$ cat src/design/dcs_defs.vh
// constants for the de-interleaved channel start block
// assumes: 4 channels, APB word registers, 125 MHz core clock
// Summary of operation
// - each serial bit clock runs at the core clock divided by twice the sum of divider value and one.
// - one sample takes at least 32 serial bit clocks to shift out of a channel.
// - after a start trigger each channel starts only when its own hold-off has elapsed.
// - the start trigger comes from the start pin or from a host register write.
// - in frame request mode the frame outputs of channels pulse at different times; frame end pulses of channels can coincide.
// - the serial clock divider is a five-bit field in bits 4 to 0 of mode register two.
// - a mode bit makes the frame output mark frame end when set, frame request when clear.
`ifndef DCS_DEFS_VH
`define DCS_DEFS_VH
`define DCS_NCH          4
`define DCS_OFS_CTRL     12'h000
`define DCS_OFS_STATUS   12'h004
`define DCS_OFS_MODE2    12'h010
`define DCS_OFS_SETUP    12'h014
`define DCS_OFS_HOLDOFF  12'h020
`define DCS_OFS_PHASE    12'h030
`define DCS_OFS_SAMPLE   12'h040
`define DCS_DIV_LSB      0
`define DCS_DIV_W        5
`define DCS_FEND_BIT     5
`define DCS_HOLD_W       16
`define DCS_PHASE_W      16
`define DCS_WORD_BITS    32
`define DCS_FIFO_DEPTH   4
`define DCS_FIFO_AW      2
`define DCS_RST_DIV      5'h00
`define DCS_RST_HOLD     16'h0000
`endif

$ cat src/design/dcs_fifo.v
// small synchronous fifo with valid/ready on both sides
// assumes: single clock, clock enable freezes state
`timescale 1ns/1ps
module dcs_fifo #(
  parameter WIDTH = 32,
  parameter DEPTH = 4,
  parameter AW    = 2
) (
  // clock and reset
  input  wire             core_clk,
  input  wire             rst,
  input  wire             clk_en,
  // fill side
  input  wire             in_valid,
  output wire             in_ready,
  input  wire [WIDTH-1:0] in_data,
  // drain side
  output wire             out_valid,
  input  wire             out_ready,
  output reg  [WIDTH-1:0] out_data
);
  reg [WIDTH-1:0] mem [0:DEPTH-1];
  reg [AW:0]      wr_q;
  reg [AW:0]      rd_q;
  reg             ovalid_q;
  wire            full   = (wr_q[AW] != rd_q[AW]) && (wr_q[AW-1:0] == rd_q[AW-1:0]);
  wire            empty  = (wr_q == rd_q);
  wire            load   = !empty && (!ovalid_q || out_ready);
  wire            push   = in_valid && !full;
  assign in_ready  = !full;
  assign out_valid = ovalid_q;
  always @(posedge core_clk) begin
    if (clk_en && push) begin
      mem[wr_q[AW-1:0]] <= in_data;
    end
  end
  always @(posedge core_clk or posedge rst) begin
    if (rst) begin
      wr_q     <= {(AW+1){1'b0}};
      rd_q     <= {(AW+1){1'b0}};
      ovalid_q <= 1'b0;
      out_data <= {WIDTH{1'b0}};
    end else if (clk_en) begin
      if (push) begin
        wr_q <= wr_q + 1'b1;
      end
      if (load) begin
        out_data <= mem[rd_q[AW-1:0]];
        rd_q     <= rd_q + 1'b1;
        ovalid_q <= 1'b1;
      end else if (out_ready) begin
        ovalid_q <= 1'b0;
      end
    end
  end
endmodule // dcs_fifo

$ cat src/design/dcs_top.v
// four channel start sequencer with staggered hold-off and serial frame/data shifters
// assumes: apb master on core_clk, start pin synchronous to core_clk
`timescale 1ns/1ps
`include "dcs_defs.vh"
module dcs_top (
  // clock, reset, enable
  input  wire        core_clk,
  input  wire        rst,
  input  wire        clk_en,
  // apb slave
  input  wire        psel,
  input  wire        penable,
  input  wire        pwrite,
  input  wire [11:0] paddr,
  input  wire [31:0] pwdata,
  output reg  [31:0] prdata,
  output reg         pready,
  output reg         pslverr,
  // start trigger pin
  input  wire        start_pin,
  // per-channel serial ports
  output reg  [3:0]  serial_clk,
  output reg  [3:0]  frame_output_pin,
  output reg  [3:0]  serial_data,
  output reg  [3:0]  chan_running
);
  localparam ST_IDLE = 3'b001;
  localparam ST_HOLD = 3'b010;
  localparam ST_RUN  = 3'b100;

  reg  [`DCS_DIV_W-1:0]  div_q;
  reg                    fend_q;
  reg  [15:0]            hold_cfg_q [0:3];
  reg  [15:0]            phase_q [0:3];
  reg                    soft_start_q;
  reg                    pin_q;
  wire                   acc    = psel && penable && !pready;
  wire                   wr_acc = acc && pwrite;
  wire                   trig   = soft_start_q || (start_pin && !pin_q);

  // fifo between host sample writes and the channel shifters
  wire        f_in_ready;
  wire        f_out_valid;
  wire [31:0] f_out_data;
  wire        f_in_valid = wr_acc && (paddr == `DCS_OFS_SAMPLE) && f_in_ready;
  reg  [3:0]  take;
  reg  [1:0]  rr_q;
  wire        f_take = |take;
  wire [3:0]  shift_idle;

  dcs_fifo #(.WIDTH(`DCS_WORD_BITS), .DEPTH(`DCS_FIFO_DEPTH), .AW(`DCS_FIFO_AW)) u_fifo (
    .core_clk  (core_clk),
    .rst       (rst),
    .clk_en    (clk_en),
    .in_valid  (f_in_valid),
    .in_ready  (f_in_ready),
    .in_data   (pwdata),
    .out_valid (f_out_valid),
    .out_ready (f_take),
    .out_data  (f_out_data)
  );

  // apb register access
  integer i;
  wire [3:0] idx = paddr[5:2];
  always @(posedge core_clk or posedge rst) begin
    if (rst) begin
      pready       <= 1'b0;
      pslverr      <= 1'b0;
      prdata       <= 32'h00000000;
      div_q        <= `DCS_RST_DIV;
      fend_q       <= 1'b0;
      soft_start_q <= 1'b0;
      pin_q        <= 1'b0;
      for (i = 0; i < 4; i = i + 1) begin
        hold_cfg_q[i] <= `DCS_RST_HOLD;
        phase_q[i]    <= 16'h0000;
      end
    end else if (clk_en) begin
      pin_q        <= start_pin;
      soft_start_q <= 1'b0;
      pready       <= 1'b0;
      pslverr      <= 1'b0;
      if (acc) begin
        pready <= 1'b1;
        prdata <= 32'h00000000;
        if (paddr == `DCS_OFS_CTRL) begin
          if (pwrite) soft_start_q <= pwdata[0];
        end else if (paddr == `DCS_OFS_STATUS) begin
          prdata <= {24'h000000, 3'b000, f_in_ready, chan_running};
        end else if (paddr == `DCS_OFS_MODE2) begin
          if (pwrite) div_q <= pwdata[`DCS_DIV_LSB+`DCS_DIV_W-1:`DCS_DIV_LSB];
          prdata <= {27'h0000000, div_q};
        end else if (paddr == `DCS_OFS_SETUP) begin
          if (pwrite) fend_q <= pwdata[`DCS_FEND_BIT];
          prdata <= {26'h0000000, fend_q, 5'h00};
        end else if (paddr[11:4] == 8'h02) begin
          if (pwrite) hold_cfg_q[idx[1:0]] <= pwdata[15:0];
          prdata <= {16'h0000, hold_cfg_q[idx[1:0]]};
        end else if (paddr[11:4] == 8'h03) begin
          if (pwrite) phase_q[idx[1:0]] <= pwdata[15:0];
          prdata <= {16'h0000, phase_q[idx[1:0]]};
        end else if (paddr == `DCS_OFS_SAMPLE) begin
          pslverr <= !pwrite || !f_in_ready;
        end else begin
          pslverr <= 1'b1;
        end
      end
    end
  end

  // fifo words go round robin to each channel in turn, waiting until that channel is idle and running
  always @* begin
    take = 4'b0000;
    if (f_out_valid && chan_running[rr_q] && shift_idle[rr_q]) begin
      take[rr_q] = 1'b1;
    end
  end
  always @(posedge core_clk or posedge rst) begin
    if (rst) begin
      rr_q <= 2'b00;
    end else if (clk_en && f_take) begin
      rr_q <= rr_q + 2'b01;
    end
  end

  // per-channel hold-off, divider and shifter
  genvar g;
  generate
    for (g = 0; g < 4; g = g + 1) begin : gch
      reg [2:0]  st_q;
      reg [15:0] hold_q;
      reg [4:0]  dcnt_q;
      reg [5:0]  bits_q;
      reg [31:0] sh_q;
      wire       tick = (dcnt_q == div_q);
      // idle only after the last bit's rising edge and off a toggle, so a new word
      // always starts with a falling edge carrying its first bit
      assign shift_idle[g] = (bits_q == 6'd0) && serial_clk[g] && !tick;
      always @(posedge core_clk or posedge rst) begin
        if (rst) begin
          st_q                <= ST_IDLE;
          hold_q              <= 16'h0000;
          dcnt_q              <= 5'h00;
          bits_q              <= 6'd0;
          sh_q                <= 32'h00000000;
          serial_clk[g]       <= 1'b0;
          serial_data[g]      <= 1'b0;
          frame_output_pin[g] <= 1'b0;
          chan_running[g]     <= 1'b0;
        end else if (clk_en) begin
          frame_output_pin[g] <= 1'b0;
          if (trig) begin
            st_q            <= ST_HOLD;
            hold_q          <= hold_cfg_q[g];
            chan_running[g] <= 1'b0;
          end else begin
            case (st_q)
              ST_IDLE: st_q <= ST_IDLE;
              ST_HOLD: begin
                if (hold_q == 16'h0000) begin
                  st_q            <= ST_RUN;
                  chan_running[g] <= 1'b1;
                end else begin
                  hold_q <= hold_q - 16'h0001;
                end
              end
              ST_RUN:  st_q <= ST_RUN;
              default: st_q <= ST_IDLE;
            endcase
          end
          // serial bit clock: half period of div+1 core clocks per phase
          dcnt_q <= tick ? 5'h00 : dcnt_q + 5'h01;
          if (tick && st_q == ST_RUN) begin
            serial_clk[g] <= ~serial_clk[g];
            if (serial_clk[g] && bits_q != 6'd0) begin
              serial_data[g] <= sh_q[31];
              sh_q           <= {sh_q[30:0], 1'b0};
              bits_q         <= bits_q - 6'd1;
              if (bits_q == 6'd1 && fend_q) frame_output_pin[g] <= 1'b1;
            end
          end
          if (take[g]) begin
            sh_q   <= f_out_data;
            bits_q <= 6'd32;
            if (!fend_q) frame_output_pin[g] <= 1'b1;
          end
        end
      end
    end
  endgenerate
endmodule // dcs_top

$ cat config.mk
export PLATFORM = sky130hd
export DESIGN_NAME = dcs_top
export DESIGN_NICKNAME = d
export VERILOG_FILES = /design/src/design/dcs_fifo.v /design/src/design/dcs_top.v
export VERILOG_INCLUDE_DIRS = /design/src /design/src/design
export SDC_FILE = /design/constraint.sdc
export NUM_CORES = 1
export LEC_CHECK = 0
export BUFFER_PORTS_ARGS = -buffer_cell sky130_fd_sc_hd__buf_2
export CAP_MARGIN = 20
export CORE_MARGIN = 5
export CORE_UTILIZATION = 50
export DETAILED_ROUTE_END_ITERATION = 10
export PLACE_DENSITY_LB_ADDON = 0.1
export SLEW_MARGIN = 20
export SYNTH_ARGS = -nofsm -noshare
export SYNTH_HDL_FRONTEND = slang
export SYNTH_SLANG_ARGS = --single-unit
$ cat constraint.sdc
create_clock -name core_clk -period 17.1 [get_ports core_clk]
set_input_delay 5.13 -clock core_clk [delete_from_list [all_inputs] [get_ports core_clk]]
set_output_delay 5.13 -clock core_clk [all_outputs]
set_load 0.03 [all_outputs]
* After elaboration in Yosys (flattened, before gate mapping)
Memory sizes are Yosys's and may differ from the RTL's. A register that Yosys moved wholly into a read port is not among the register bits.
Cells that the tools add are included.
** Cells by class
- Equal/unequal tests :: 33
- Bitwise gates (word level) :: 10
- Magnitude comparators :: 4
- Add/subtract/negate cells :: 15
- Reduce and logical (&&, ||, !) cells :: 111
- Muxes and demuxes :: 123
** Operators with widths (count)
- 32-bit 2-to-1 mux :: 12
- 16-bit 2-to-1 mux :: 23
- 64-bit bitwise mux :: 2
- 6-bit 2-to-1 mux :: 12
- 16-bit binary-select mux with 2-bit select :: 2
- 16-bit logical NOT :: 4
- 16-bit by 1-bit subtractor with 16-bit output (second input constant) :: 4
- 1-bit 2-to-1 mux :: 51
- 3-bit AND reduction :: 16
- 1-bit logical AND :: 35
- 2-bit nonzero test :: 17
- 16-bit demux with 2-bit select :: 1
- 12-bit by 5-bit equality test with 1-bit output (second input constant) :: 2
- 6-bit by 1-bit equality test with 1-bit output (second input constant) :: 4
- 6-bit logical NOT :: 4
- 3-bit 2-to-1 mux :: 8
- 3-bit case mux with 2 select lines :: 4
- 2-bit AND reduction :: 12
- 6-bit nonzero test :: 4
- 6-bit by 1-bit subtractor with 6-bit output (second input constant) :: 4
- 5-bit by 1-bit adder with 5-bit output (second input constant) :: 4
- 5-bit equality test :: 4
- 5-bit 2-to-1 mux :: 4
- 8-bit by 2-bit equality test with 1-bit output (second input constant) :: 2
- other kinds (28) :: 61
** Storage, ports and cells
- Register bits after elaboration :: 443
- Input bits :: 51
- Logic and storage cells :: 352
- Memory bits (writable) :: 128
- Memories kept :: 1
** Memory list
- u_fifo.mem :: depth 4, width 32, read ports 1, clocked after memory_dff 1, wr ports 1, line dcs_fifo.v:22 : reg [WIDTH-1:0] mem [0:DEPTH-1];

* Longest topological paths before layout
Gate-level depths: netlist of the first run.
- Depth in word-level cells :: 12
- Gate-level depth with buffers :: 10
- Mapped depth without buffers :: 8

* By module
From an unflattened synthesis of the first run, not the netlist that was laid out.
** Second synthesis, totals
- Cells, all modules :: 2430
- Area, all modules :: 27398.8 um^2
** Modules (own cells, without submodules)
- dcs_top :: area each 21172.8 um^2, instances 1, seq. area each 10515.1 um^2, cells each 2157
- dcs_fifo :: area each 6226.0 um^2, instances 1, seq. area each 4819.6 um^2, cells each 273

* Worst setup path after synthesis of the first run
No wires, ideal clock.
- Path type :: in2reg
- Start :: in paddr[9]
- End :: mem u_fifo.mem[3][0], enable pin
- Required time :: 16.706 ns
- Stages on the path :: 5
- Data arrival time :: 7.209 ns
- Setup time :: 0.394 ns
- Path slack :: 9.497 ns
- Path buffers :: 0
- Cell sequence :: or4_4 -> nor2_2 -> nand2_1 -> nor3_1 -> and2_1
** On the way
- Longest elaborated chain between the ends :: 7
** RTL lines
- start: declaration :: line dcs_top.v:14 : input wire [11:0] paddr,
- 12-bit by 7-bit equality test with 1-bit output (no source line)
- 1-bit logical AND (2 in series) :: line dcs_top.v:45 : wire f_in_valid = wr_acc && (paddr == `DCS_OFS_SAMPLE) && f_in_ready;
- 1-bit logical AND :: line dcs_fifo.v:29 : wire push = in_valid && !full;
- 1-bit logical AND :: line dcs_fifo.v:33 : if (clk_en && push) begin
- 1-bit 2-to-1 mux :: line dcs_fifo.v:33
- 1-bit 2-to-1 mux (implied by the code) :: line dcs_fifo.v:34 : mem[wr_q[AW-1:0]] <= in_data;
- end: declaration :: line dcs_fifo.v:22
No other way between the ends.

* Worst setup path after layout of the first run
- Start :: in clk_en
- End :: mem u_fifo.mem[3][9], enable pin
** On the way
- Longest elaborated chain between the ends :: 3
** RTL lines
- start: declaration :: line dcs_top.v:9 : input wire clk_en,
- 1-bit logical AND :: line dcs_fifo.v:33
- 1-bit 2-to-1 mux :: line dcs_fifo.v:33
- 1-bit 2-to-1 mux (implied by the code) :: line dcs_fifo.v:34
No other way between the ends.

==> results of run 1 <==
[cell families after synthesis]
logic type / Yosys count
flip-flops: 587
AND/OR/NAND/NOR: 690
AO/OA/AOI/OAI: 556
other: 1
buffers and inverters: 222
adder cells (fa/ha/maj): 26
multiplexers: 221
XOR/XNOR: 48
[per-stage QoR]
step / worst slack (ns) / instance area [um2] / utilization [%] / cells
after floorplan: 5.76 / 27700 / - / 2366
after global placement: 8.25 / 28700 / 52.2 / 3062
after detailed placement: 8.24 / 28700 / 52.3 / 3063
after CTS: 8.90 / 30900 / 56.2 / 3183
after global routing: 8.66 / 30900 / 56.2 / 3184
final: 8.88 / 30900 / 56.2 / 3185
[flip-flops by register name, indices dropped and copies added (netlist names), 20 cells and up]
signal	flops
gch.sh_q	128
hold_cfg_q	64
gch.hold_q	64
u_fifo.mem	128
gch.bits_q	24
u_fifo.out_data	32
gch.dcnt_q	20
phase_q	64
[worst min path at each step]
stage,startpoint,end,slack (ns),cells after the start
after floorplan,gch[1].hold_q[15],gch[1].hold_q[15],0.45,1
after global placement,phase_q[35],phase_q[35],0.47,1
after detailed placement,gch[1].hold_q[15],gch[1].hold_q[15],0.47,1
after CTS,gch[1].hold_q[15],gch[1].hold_q[15],0.48,1
after global routing,phase_q[1],phase_q[1],0.50,1
final,gch[1].hold_q[15],gch[1].hold_q[15],0.48,1
[synth_stat cells, drive strengths merged, types with 47 or more instances]
cell	n	area [um2]
edfxtp	128	3840
nor2	198	748
o21ai	149	768
a21oi	80	408
o211ai	83	623
mux4	64	1440
clkbuf	93	349
nand2	280	1060
nor3	47	272
buf	81	450
mux2	143	1610
o221a	124	1400
inv	48	180
dfrtp	455	11400
nand3	47	240
[final cells by class]
| cell class | instances | area, um2 | share of cell area [%] |
|---|---|---|---|
| multi-input cells | 1557 | 11500 | 37.3 |
| well taps | 748 | 936 | 3.03 |
| diodes | 1 | 2.50 | 0.00809 |
| clock inverters | 25 | 250 | 0.809 |
| clock buffers | 95 | 1900 | 6.15 |
| flip-flops and latches | 587 | 15300 | 49.6 |
| inverters | 48 | 184 | 0.595 |
| repair buffers | 124 | 769 | 2.49 |
[power groups by stage]
stage	sequential, uW	clock (uW)	combinational [uW]
2_1_floorplan	1650	0	343
3_3_place_gp	1670	0	428
3_5_place_dp	1670	0	441
4_1_cts	1650	1430	444
5_1_grt	1670	1490	504
6_report	1650	1410	444
[routing by layer]
layer	global-route usage (%)	vias up
met5	0	-
met4	5.35	2
met3	5.26	108
met2	35.4	640
met1	37.1	10071
li1	-	8826
==> impl_metrics.ini, run 1 <==
[drt]
drt_pass1_iterations = 5
dr_wl_met2_um = 32100
met1_length_um = 33700
top_layer_used = met5
ant_nets = 0
wl_per_cell_um = 22.7
routed_wl_um = 72300
drc_errors = 0
drt_iter0_drc = 1780
routed_via_density = 6.17
vias = 19647
routed-wl-met3_um = 4980

[worst_setup_path]
worstSetupStartpoint = clk_en
timing.critical_path.buf_inv = 6
worstSetupPathType = input port to flip-flop
reg2reg_slack_ns = 13.62
critPathTopFamily = buffers and inverters
worst_path_most_repeated_cell = buf_4
timing.rr.start = gch[2].bits_q[3]
r2r-end = gch[0].sh_q[31]
arrival_ns = 8.49
cp.depth = 9
setup.worst_path.end = u_fifo.mem[3][9]
cp_data_required_time_ns = 17.37
path_cells = buf_2 -> buf_4 -> buf_4 -> inv_1 -> or3_1 -> buf_4 -> nor3_1 -> and2_1 -> buf_4
crit_fanout = 44
end_kind = flip-flop
max_stage_delay_ns = 0.73
crit_path_start_kind = input port
slowest_stage = nor3_1
r2r_cells = 7

[finish]
nFillCells = 4626
layout_common_cells = dfrtp_1, nand2_1, nor2_1, o21ai_0, edfxtp_1
mostFrequentLayoutCell = dfrtp_1
final_nets = 2462
syn_to_final_growth_pct = 11.7
layout-drive-gt1-share_pct = 24.6

[die]
start_util_pct = 50.3
die_h_um = 245
die_w_um = 245
die-area_um2 = 60200
boundaryPins = 101
num_rows = 86
core_um2 = 55000

[placement]
numPortBuffers = 84
place.gp.congestion = 0.861
dp_hpwl_um = 46700

[logic_synthesis]
syn_area_um2 = 27700
synth_fa_ha_area_share_pct = 1.18
synth_top_family_by_area = compound AO/OA/AOI/OAI gates
ys_warn_count = 0
synth_xor_area_share_pct = 1.52
synthFlopType = dfrtp_1
syn_inst = 2351
synth_simple_gate_area_share_pct = 11.5
synthMuxAreaShare_pct = 11.5
async_reset_ff_share_pct = 78.2
synth_compound_area_share_pct = 15.3
avgSynthCellArea_um2 = 11.8
postSynthRegisterBits = 587
synth-edff-count = 128
synthDistinctLibCells = 82
synth_seq_area_share_pct = 55.4

[clocking]
clk_pin_slew_ns = 0.06
ctsHoldBuffers = 0
cts_resized = 0
numCtsBuffers = 67
cts_root_buffer = clkbuf_16
post_cts.repair.setup_buffers = 0
cts_sinks = 587
cts_tree = yes
cts.path.max_buffers = 3
clk_latency_ns = 0.61
cts.htree.levels = 3

[status]
status = complete, no violations

[flow_run]
maxCapViolations = 0

[grt]
grt_pass1_wl_um = 115000
overflow = 0
grt_usage_pct = 24.1
antenna_found_initial = 2
grt_max_degree = 185
grt_pass1_vias = 19165

[timing]
hold_viol_final = 0
slew_headroom_pct = 23.3
hold_slack_ns = 0.481
period_minus_slack_ns = 8.22
skew_ns = 0.0397
period_share_pct = 48.0
tns_ns = 0
rsz0062_at_grt = false
worst_slew_pin_slew_ns = 1.14
fmax_ghz = 0.122
setup_viol = 0
drv_slew = 0

[power]
power_frac_seq_pct = 47.2
combPwrFrac_pct = 12.7
p_int_uw = 2540
power.total_uw = 3500
clkPwrFrac_pct = 40.2
peakVddDrop_uv = 75.1
switchingPower_uw = 963
switching_share_pct = 27.5
powerDensity_nw_per_um2 = 113
power_leakage_uw = 0.0135

[worst_hold_path]
min_path_type = flip-flop to flip-flop
(Power assumes the default switching activity.)
==> run 2: changes to the inputs <==
==> constraint.sdc (replaced) <==
create_clock -name core_clk -period 7.7 [get_ports core_clk]
set_input_delay 2.31 -clock core_clk [delete_from_list [all_inputs] [get_ports core_clk]]
set_output_delay 2.31 -clock core_clk [all_outputs]
set_load 0.03 [all_outputs]
==> run 2 against run 1 <==
Register-to-register slack got worse by 9.7 ns; cell count hardly changed; clock-buffer cell count down 1; clock power grew 130%; non-clock buffer count increased by 2.
==> impl_metrics.ini, run 2 (synthesis gave the netlist of run 1 again) <==
[drt]
drt_iter0_drc = 1945
drt_pass1_iterations = 5
wl_per_cell_um = 22.2
routed_wl_um = 70800
drc_errors = 0
routed_via_density = 6.06
vias = 19298
ant_nets = 0

[clocking]
clk_latency_ns = 0.60
cts_sinks = 587
cts_resized = 0
cts_root_buffer = clkbuf_16
clk_pin_slew_ns = 0.06
numCtsBuffers = 68
cts_tree = yes
ctsHoldBuffers = 0
cts.path.max_buffers = 3
post_cts.repair.setup_buffers = 0
cts.htree.levels = 3

[grt]
busiest_layer = met1
grt_usage_pct = 23.5
use_met1_pct = 37.6
use_met3_pct = 4.77
grt_pass1_wl_um = 112000
grt_pass1_vias = 18810
antenna_found_initial = 2
globalRouteMet2Util_pct = 32.9
grt_max_degree = 179
overflow = 0

[worst_setup_path]
worstSetupStartpoint = clk_en
r2r-end = u_fifo.mem[1][0]
end_kind = flip-flop
worstSetupPathType = input port to flip-flop
timing.rr.start = u_fifo.rd_q[0]
crit_fanout = 24
cp_data_required_time_ns = 7.97
arrival_ns = 5.40
crit_path_start_kind = input port
reg2reg_slack_ns = 3.93
setup.worst_path.end = u_fifo.mem[1][0]
r2r_cells = 7

[timing]
fmax_ghz = 0.195
tns_ns = 0
period_share_pct = 66.6
fin_ws_ns = 2.58
drv_slew = 0
skew_ns = 0.0243
worst_slew_pin_slew_ns = 1.06
hold_viol_final = 0
slew_headroom_pct = 28.6
period_minus_slack_ns = 5.12
rsz0062_at_grt = false
setup_viol = 0

[die]
die-area_um2 = 60200
boundaryPins = 101
num_rows = 86
die_w_um = 245
start_util_pct = 50.3
die_h_um = 245
core_um2 = 55000

[power]
power_leakage_uw = 0.0136
powerDensity_nw_per_um2 = 255
peakVddDrop_uv = 154

[worst_hold_path]
hp-start = prdata[4]
min_path_type = flip-flop to flip-flop

[finish]
final_nets = 2465
regArea_um2 = 15300
instances_no_fill = 3184
syn_to_final_growth_pct = 12.0
layout-drive-gt1-share_pct = 24.8
mostFrequentLayoutCell = dfrtp_1
n_antenna_cell = 0
layout_common_cells = dfrtp_1, nand2_1, nor2_1, o21ai_0, edfxtp_1
multi_input_area_um2 = 11500
nFillCells = 4620

[status]
status = complete, no violations

[placement]
numPortBuffers = 84
dp_hpwl_um = 46400
place_ws_ns = 1.92
place_inst = 3066
place.gp.congestion = 0.850

[flow_run]
maxCapViolations = 0
-- run 2: layout make-up --
class | instances | area share (%)
multi-input cells | 1557 | 37.2
inverters | 48 | 0.593
clock inverters | 24 | 0.997
flip-flops and latches | 587 | 49.5
well taps | 748 | 3.02
clock buffers | 94 | 6.27
repair buffers | 126 | 2.45
-- run 2: worst min-delay path by stage --
| stage | end | slack, ns | cells past startpoint |
|---|---|---|---|
| final | prdata[4] | 0.48 | 2 |
| after global routing | phase_q[7] | 0.50 | 1 |
| after CTS | prdata[1] | 0.49 | 2 |
| after detailed placement | gch[2].hold_q[15] | 0.47 | 1 |
| after global placement | gch[1].hold_q[15] | 0.46 | 1 |
| after floorplan | gch[1].hold_q[15] | 0.45 | 1 |
-- run 2: power breakdown --
group / internal, uW / switching [uW] / leakage [uW]
clock: 1970 / 1280 / 0.00110
sequential: 3420 / 243 / 0.00715
combinational: 404 / 579 / 0.00533
-- run 2: metrics by stage --
step	total power [uW]	cell area [um2]	hold slack [ns]	utilization, %
2_1_floorplan	4430	27700	0.448	-
3_3_place_gp	4650	28700	0.464	52.3
3_5_place_dp	4690	28700	0.469	52.3
4_1_cts	7970	31000	0.487	56.4
5_1_grt	8270	31000	0.499	56.4
6_report	7900	31000	0.482	56.4
-- run 2: metal layers --
layer | share of wire (%) | wire length, um
met5 | 0.0099 | 7
met4 | 1.9 | 1360
met3 | 6.6 | 4650
met2 | 43 | 30400
met1 | 49 | 34500
-- run 2: worst max-delay path, cell delays in order --
cell	delay, ns
buf_2	0.35
inv_1	0.10
or3_1	0.37
buf_4	0.25
nor3_1	0.76
and2_1	0.80
buf_4	0.41
==> run 3: changes to the inputs <==
==> constraint.sdc (replaced) <==
create_clock -name core_clk -period 4.89 [get_ports core_clk]
set_input_delay 1.467 -clock core_clk [delete_from_list [all_inputs] [get_ports core_clk]]
set_output_delay 1.467 -clock core_clk [all_outputs]
set_load 0.03 [all_outputs]
==> run 3 against run 2 <==
Clock skew shrank 0.0036 ns; design area grew 0.52%; first-iteration DRC count shrank 9.7%; hold slack lost 0.0020 ns; largest cell class unchanged; combinational power grew 60%; largest power group unchanged; sequential power grew 58%; register-to-register slack lost 2.5 ns; non-clock buffer count grew 23; clock-buffer cell count is the same; die area is the same; cell count grew 0.72%.
==> impl_metrics.ini, run 3 (synthesis gave the netlist of run 1 again) <==
[grt]
grt_max_degree = 93
grt_usage_pct = 24.4
overflow = 0
grt_pass1_vias = 19549
grt_pass1_wl_um = 116000
antenna_found_initial = 2

[finish]
final_cell_area_um2 = 31200
syn_to_final_growth_pct = 12.5
n_antenna_cell = 0
final_nets = 2486
layout_common_cells = dfrtp_1, nand2_1, nor2_1, o21ai_0, edfxtp_1
layout-drive-gt1-share_pct = 25.2
mostFrequentLayoutCell = dfrtp_1

[worst_setup_path]
worstSetupPathType = input port to flip-flop
end_kind = flip-flop
worstSetupStartpoint = clk_en
r2r-end = gch[0].sh_q[15]
arrival_ns = 3.80
cp_data_required_time_ns = 5.20
r2r_cells = 8
timing.rr.start = gch[2].bits_q[3]
crit_fanout = 11
crit_path_start_kind = input port
reg2reg_slack_ns = 1.41

[drt]
vias = 19690
drt_iter0_drc = 1756
ant_nets = 0
drt_pass1_iterations = 5
wl_per_cell_um = 22.7
routed_wl_um = 72900
routed_via_density = 6.14
drc_errors = 0

[clocking]
cts.htree.levels = 3
clk_latency_ns = 0.61
numCtsBuffers = 66
ctsHoldBuffers = 0
cts_tree = yes
cts_root_buffer = clkbuf_16
post_cts.repair.setup_buffers = 0
cts_sinks = 587
clk_pin_slew_ns = 0.06
cts.path.max_buffers = 3
cts_resized = 0

[worst_hold_path]
min_path_type = flip-flop to flip-flop
hp-start = prdata[11]
hold_path_end = prdata[11]
min_path_cells = 2

[die]
die-area_um2 = 60200
num_rows = 86
core_um2 = 55000
boundaryPins = 101
die_w_um = 245
die_h_um = 245
start_util_pct = 50.3

[timing]
fmax_ghz = 0.287
setup_viol = 0
worst_slew_pin_slew_ns = 1.02
period_share_pct = 71.4
period_minus_slack_ns = 3.49
tns_ns = 0
slew_headroom_pct = 32.2
skew_ns = 0.0208
hold_viol_final = 0
drv_slew = 0
rsz0062_at_grt = false

[placement]
placed_cell_area_um2 = 29000
numPortBuffers = 84
place.gp.congestion = 0.867
dp_hpwl_um = 48800

[status]
status = complete, no violations

[power]
powerDensity_nw_per_um2 = 395
peakVddDrop_uv = 228
power_leakage_uw = 0.0137

[flow_run]
maxCapViolations = 0
## run 3: cell count changes in the layout (fill, tap and decap cells not counted), moves of 2 or more
cell / change
buf_4: +17
buf_12: +5
clkinv_1: +3
bufinv_16: -2
clkbuf_1: +2
clkbuf_16: -2
clkinv_8: +2
clkinvlp_4: -2
## run 3: worst max path at each step
stage                        endpoint  slack [ns]  depth (start not counted)
CTS                   gch[0].sh_q[15]        1.37                          8
global route          gch[0].sh_q[15]        1.17                          8
global placement    u_fifo.mem[0][26]        0.81                          7
floorplan             chan_running[0]       -2.78                          1
detailed placement  u_fifo.mem[0][27]        0.75                          8
finish              u_fifo.mem[0][21]        1.40                          7
## run 3: worst max-delay path, cell delays in order
cell	delay, ns
buf_2	0.23
inv_1	0.12
or3_1	0.52
nor3_1	0.47
buf_4	0.23
and2_1	0.47
buf_4	0.28
## run 3: routing by layer
metal | GRT usage [%] | vias to the layer above | routed length [um]
met5 | 0 | - | 34
met4 | 6.49 | 4 | 1540
met3 | 5.48 | 102 | 5140
met2 | 35.3 | 588 | 32100
met1 | 37.5 | 10119 | 34100
li1 | - | 8877 | -
## run 3: report_power, final
group          switching, uW  internal [uW]
registers                387           5380
clock network           2040           2930
logic                    921            648
total                   3350           8960
## run 3: cell type report
class	instances	area (um2)
flip-flops and latches	587	15300
clock buffers	94	1900
fillers	4584	23800
repair buffers	149	1020
inverters	48	184
multi-input cells	1557	11500
well taps	748	936
clock inverters	24	258
## run 3: metrics by stage
stage                     setup slack (ns)  power [uW]  utilization [%]  std cells  hold WS, ns
final                                 1.40       12300             56.7       3207        0.480
after global routing                  1.17       12900             56.7       3207        0.502
after CTS                             1.37       12400             56.6       3206        0.490
after detailed placement             0.752        7410             52.7       3088        0.476
after global placement               0.808        7330             52.7       3088        0.464
after floorplan                      -2.78        6970                -       2366        0.448
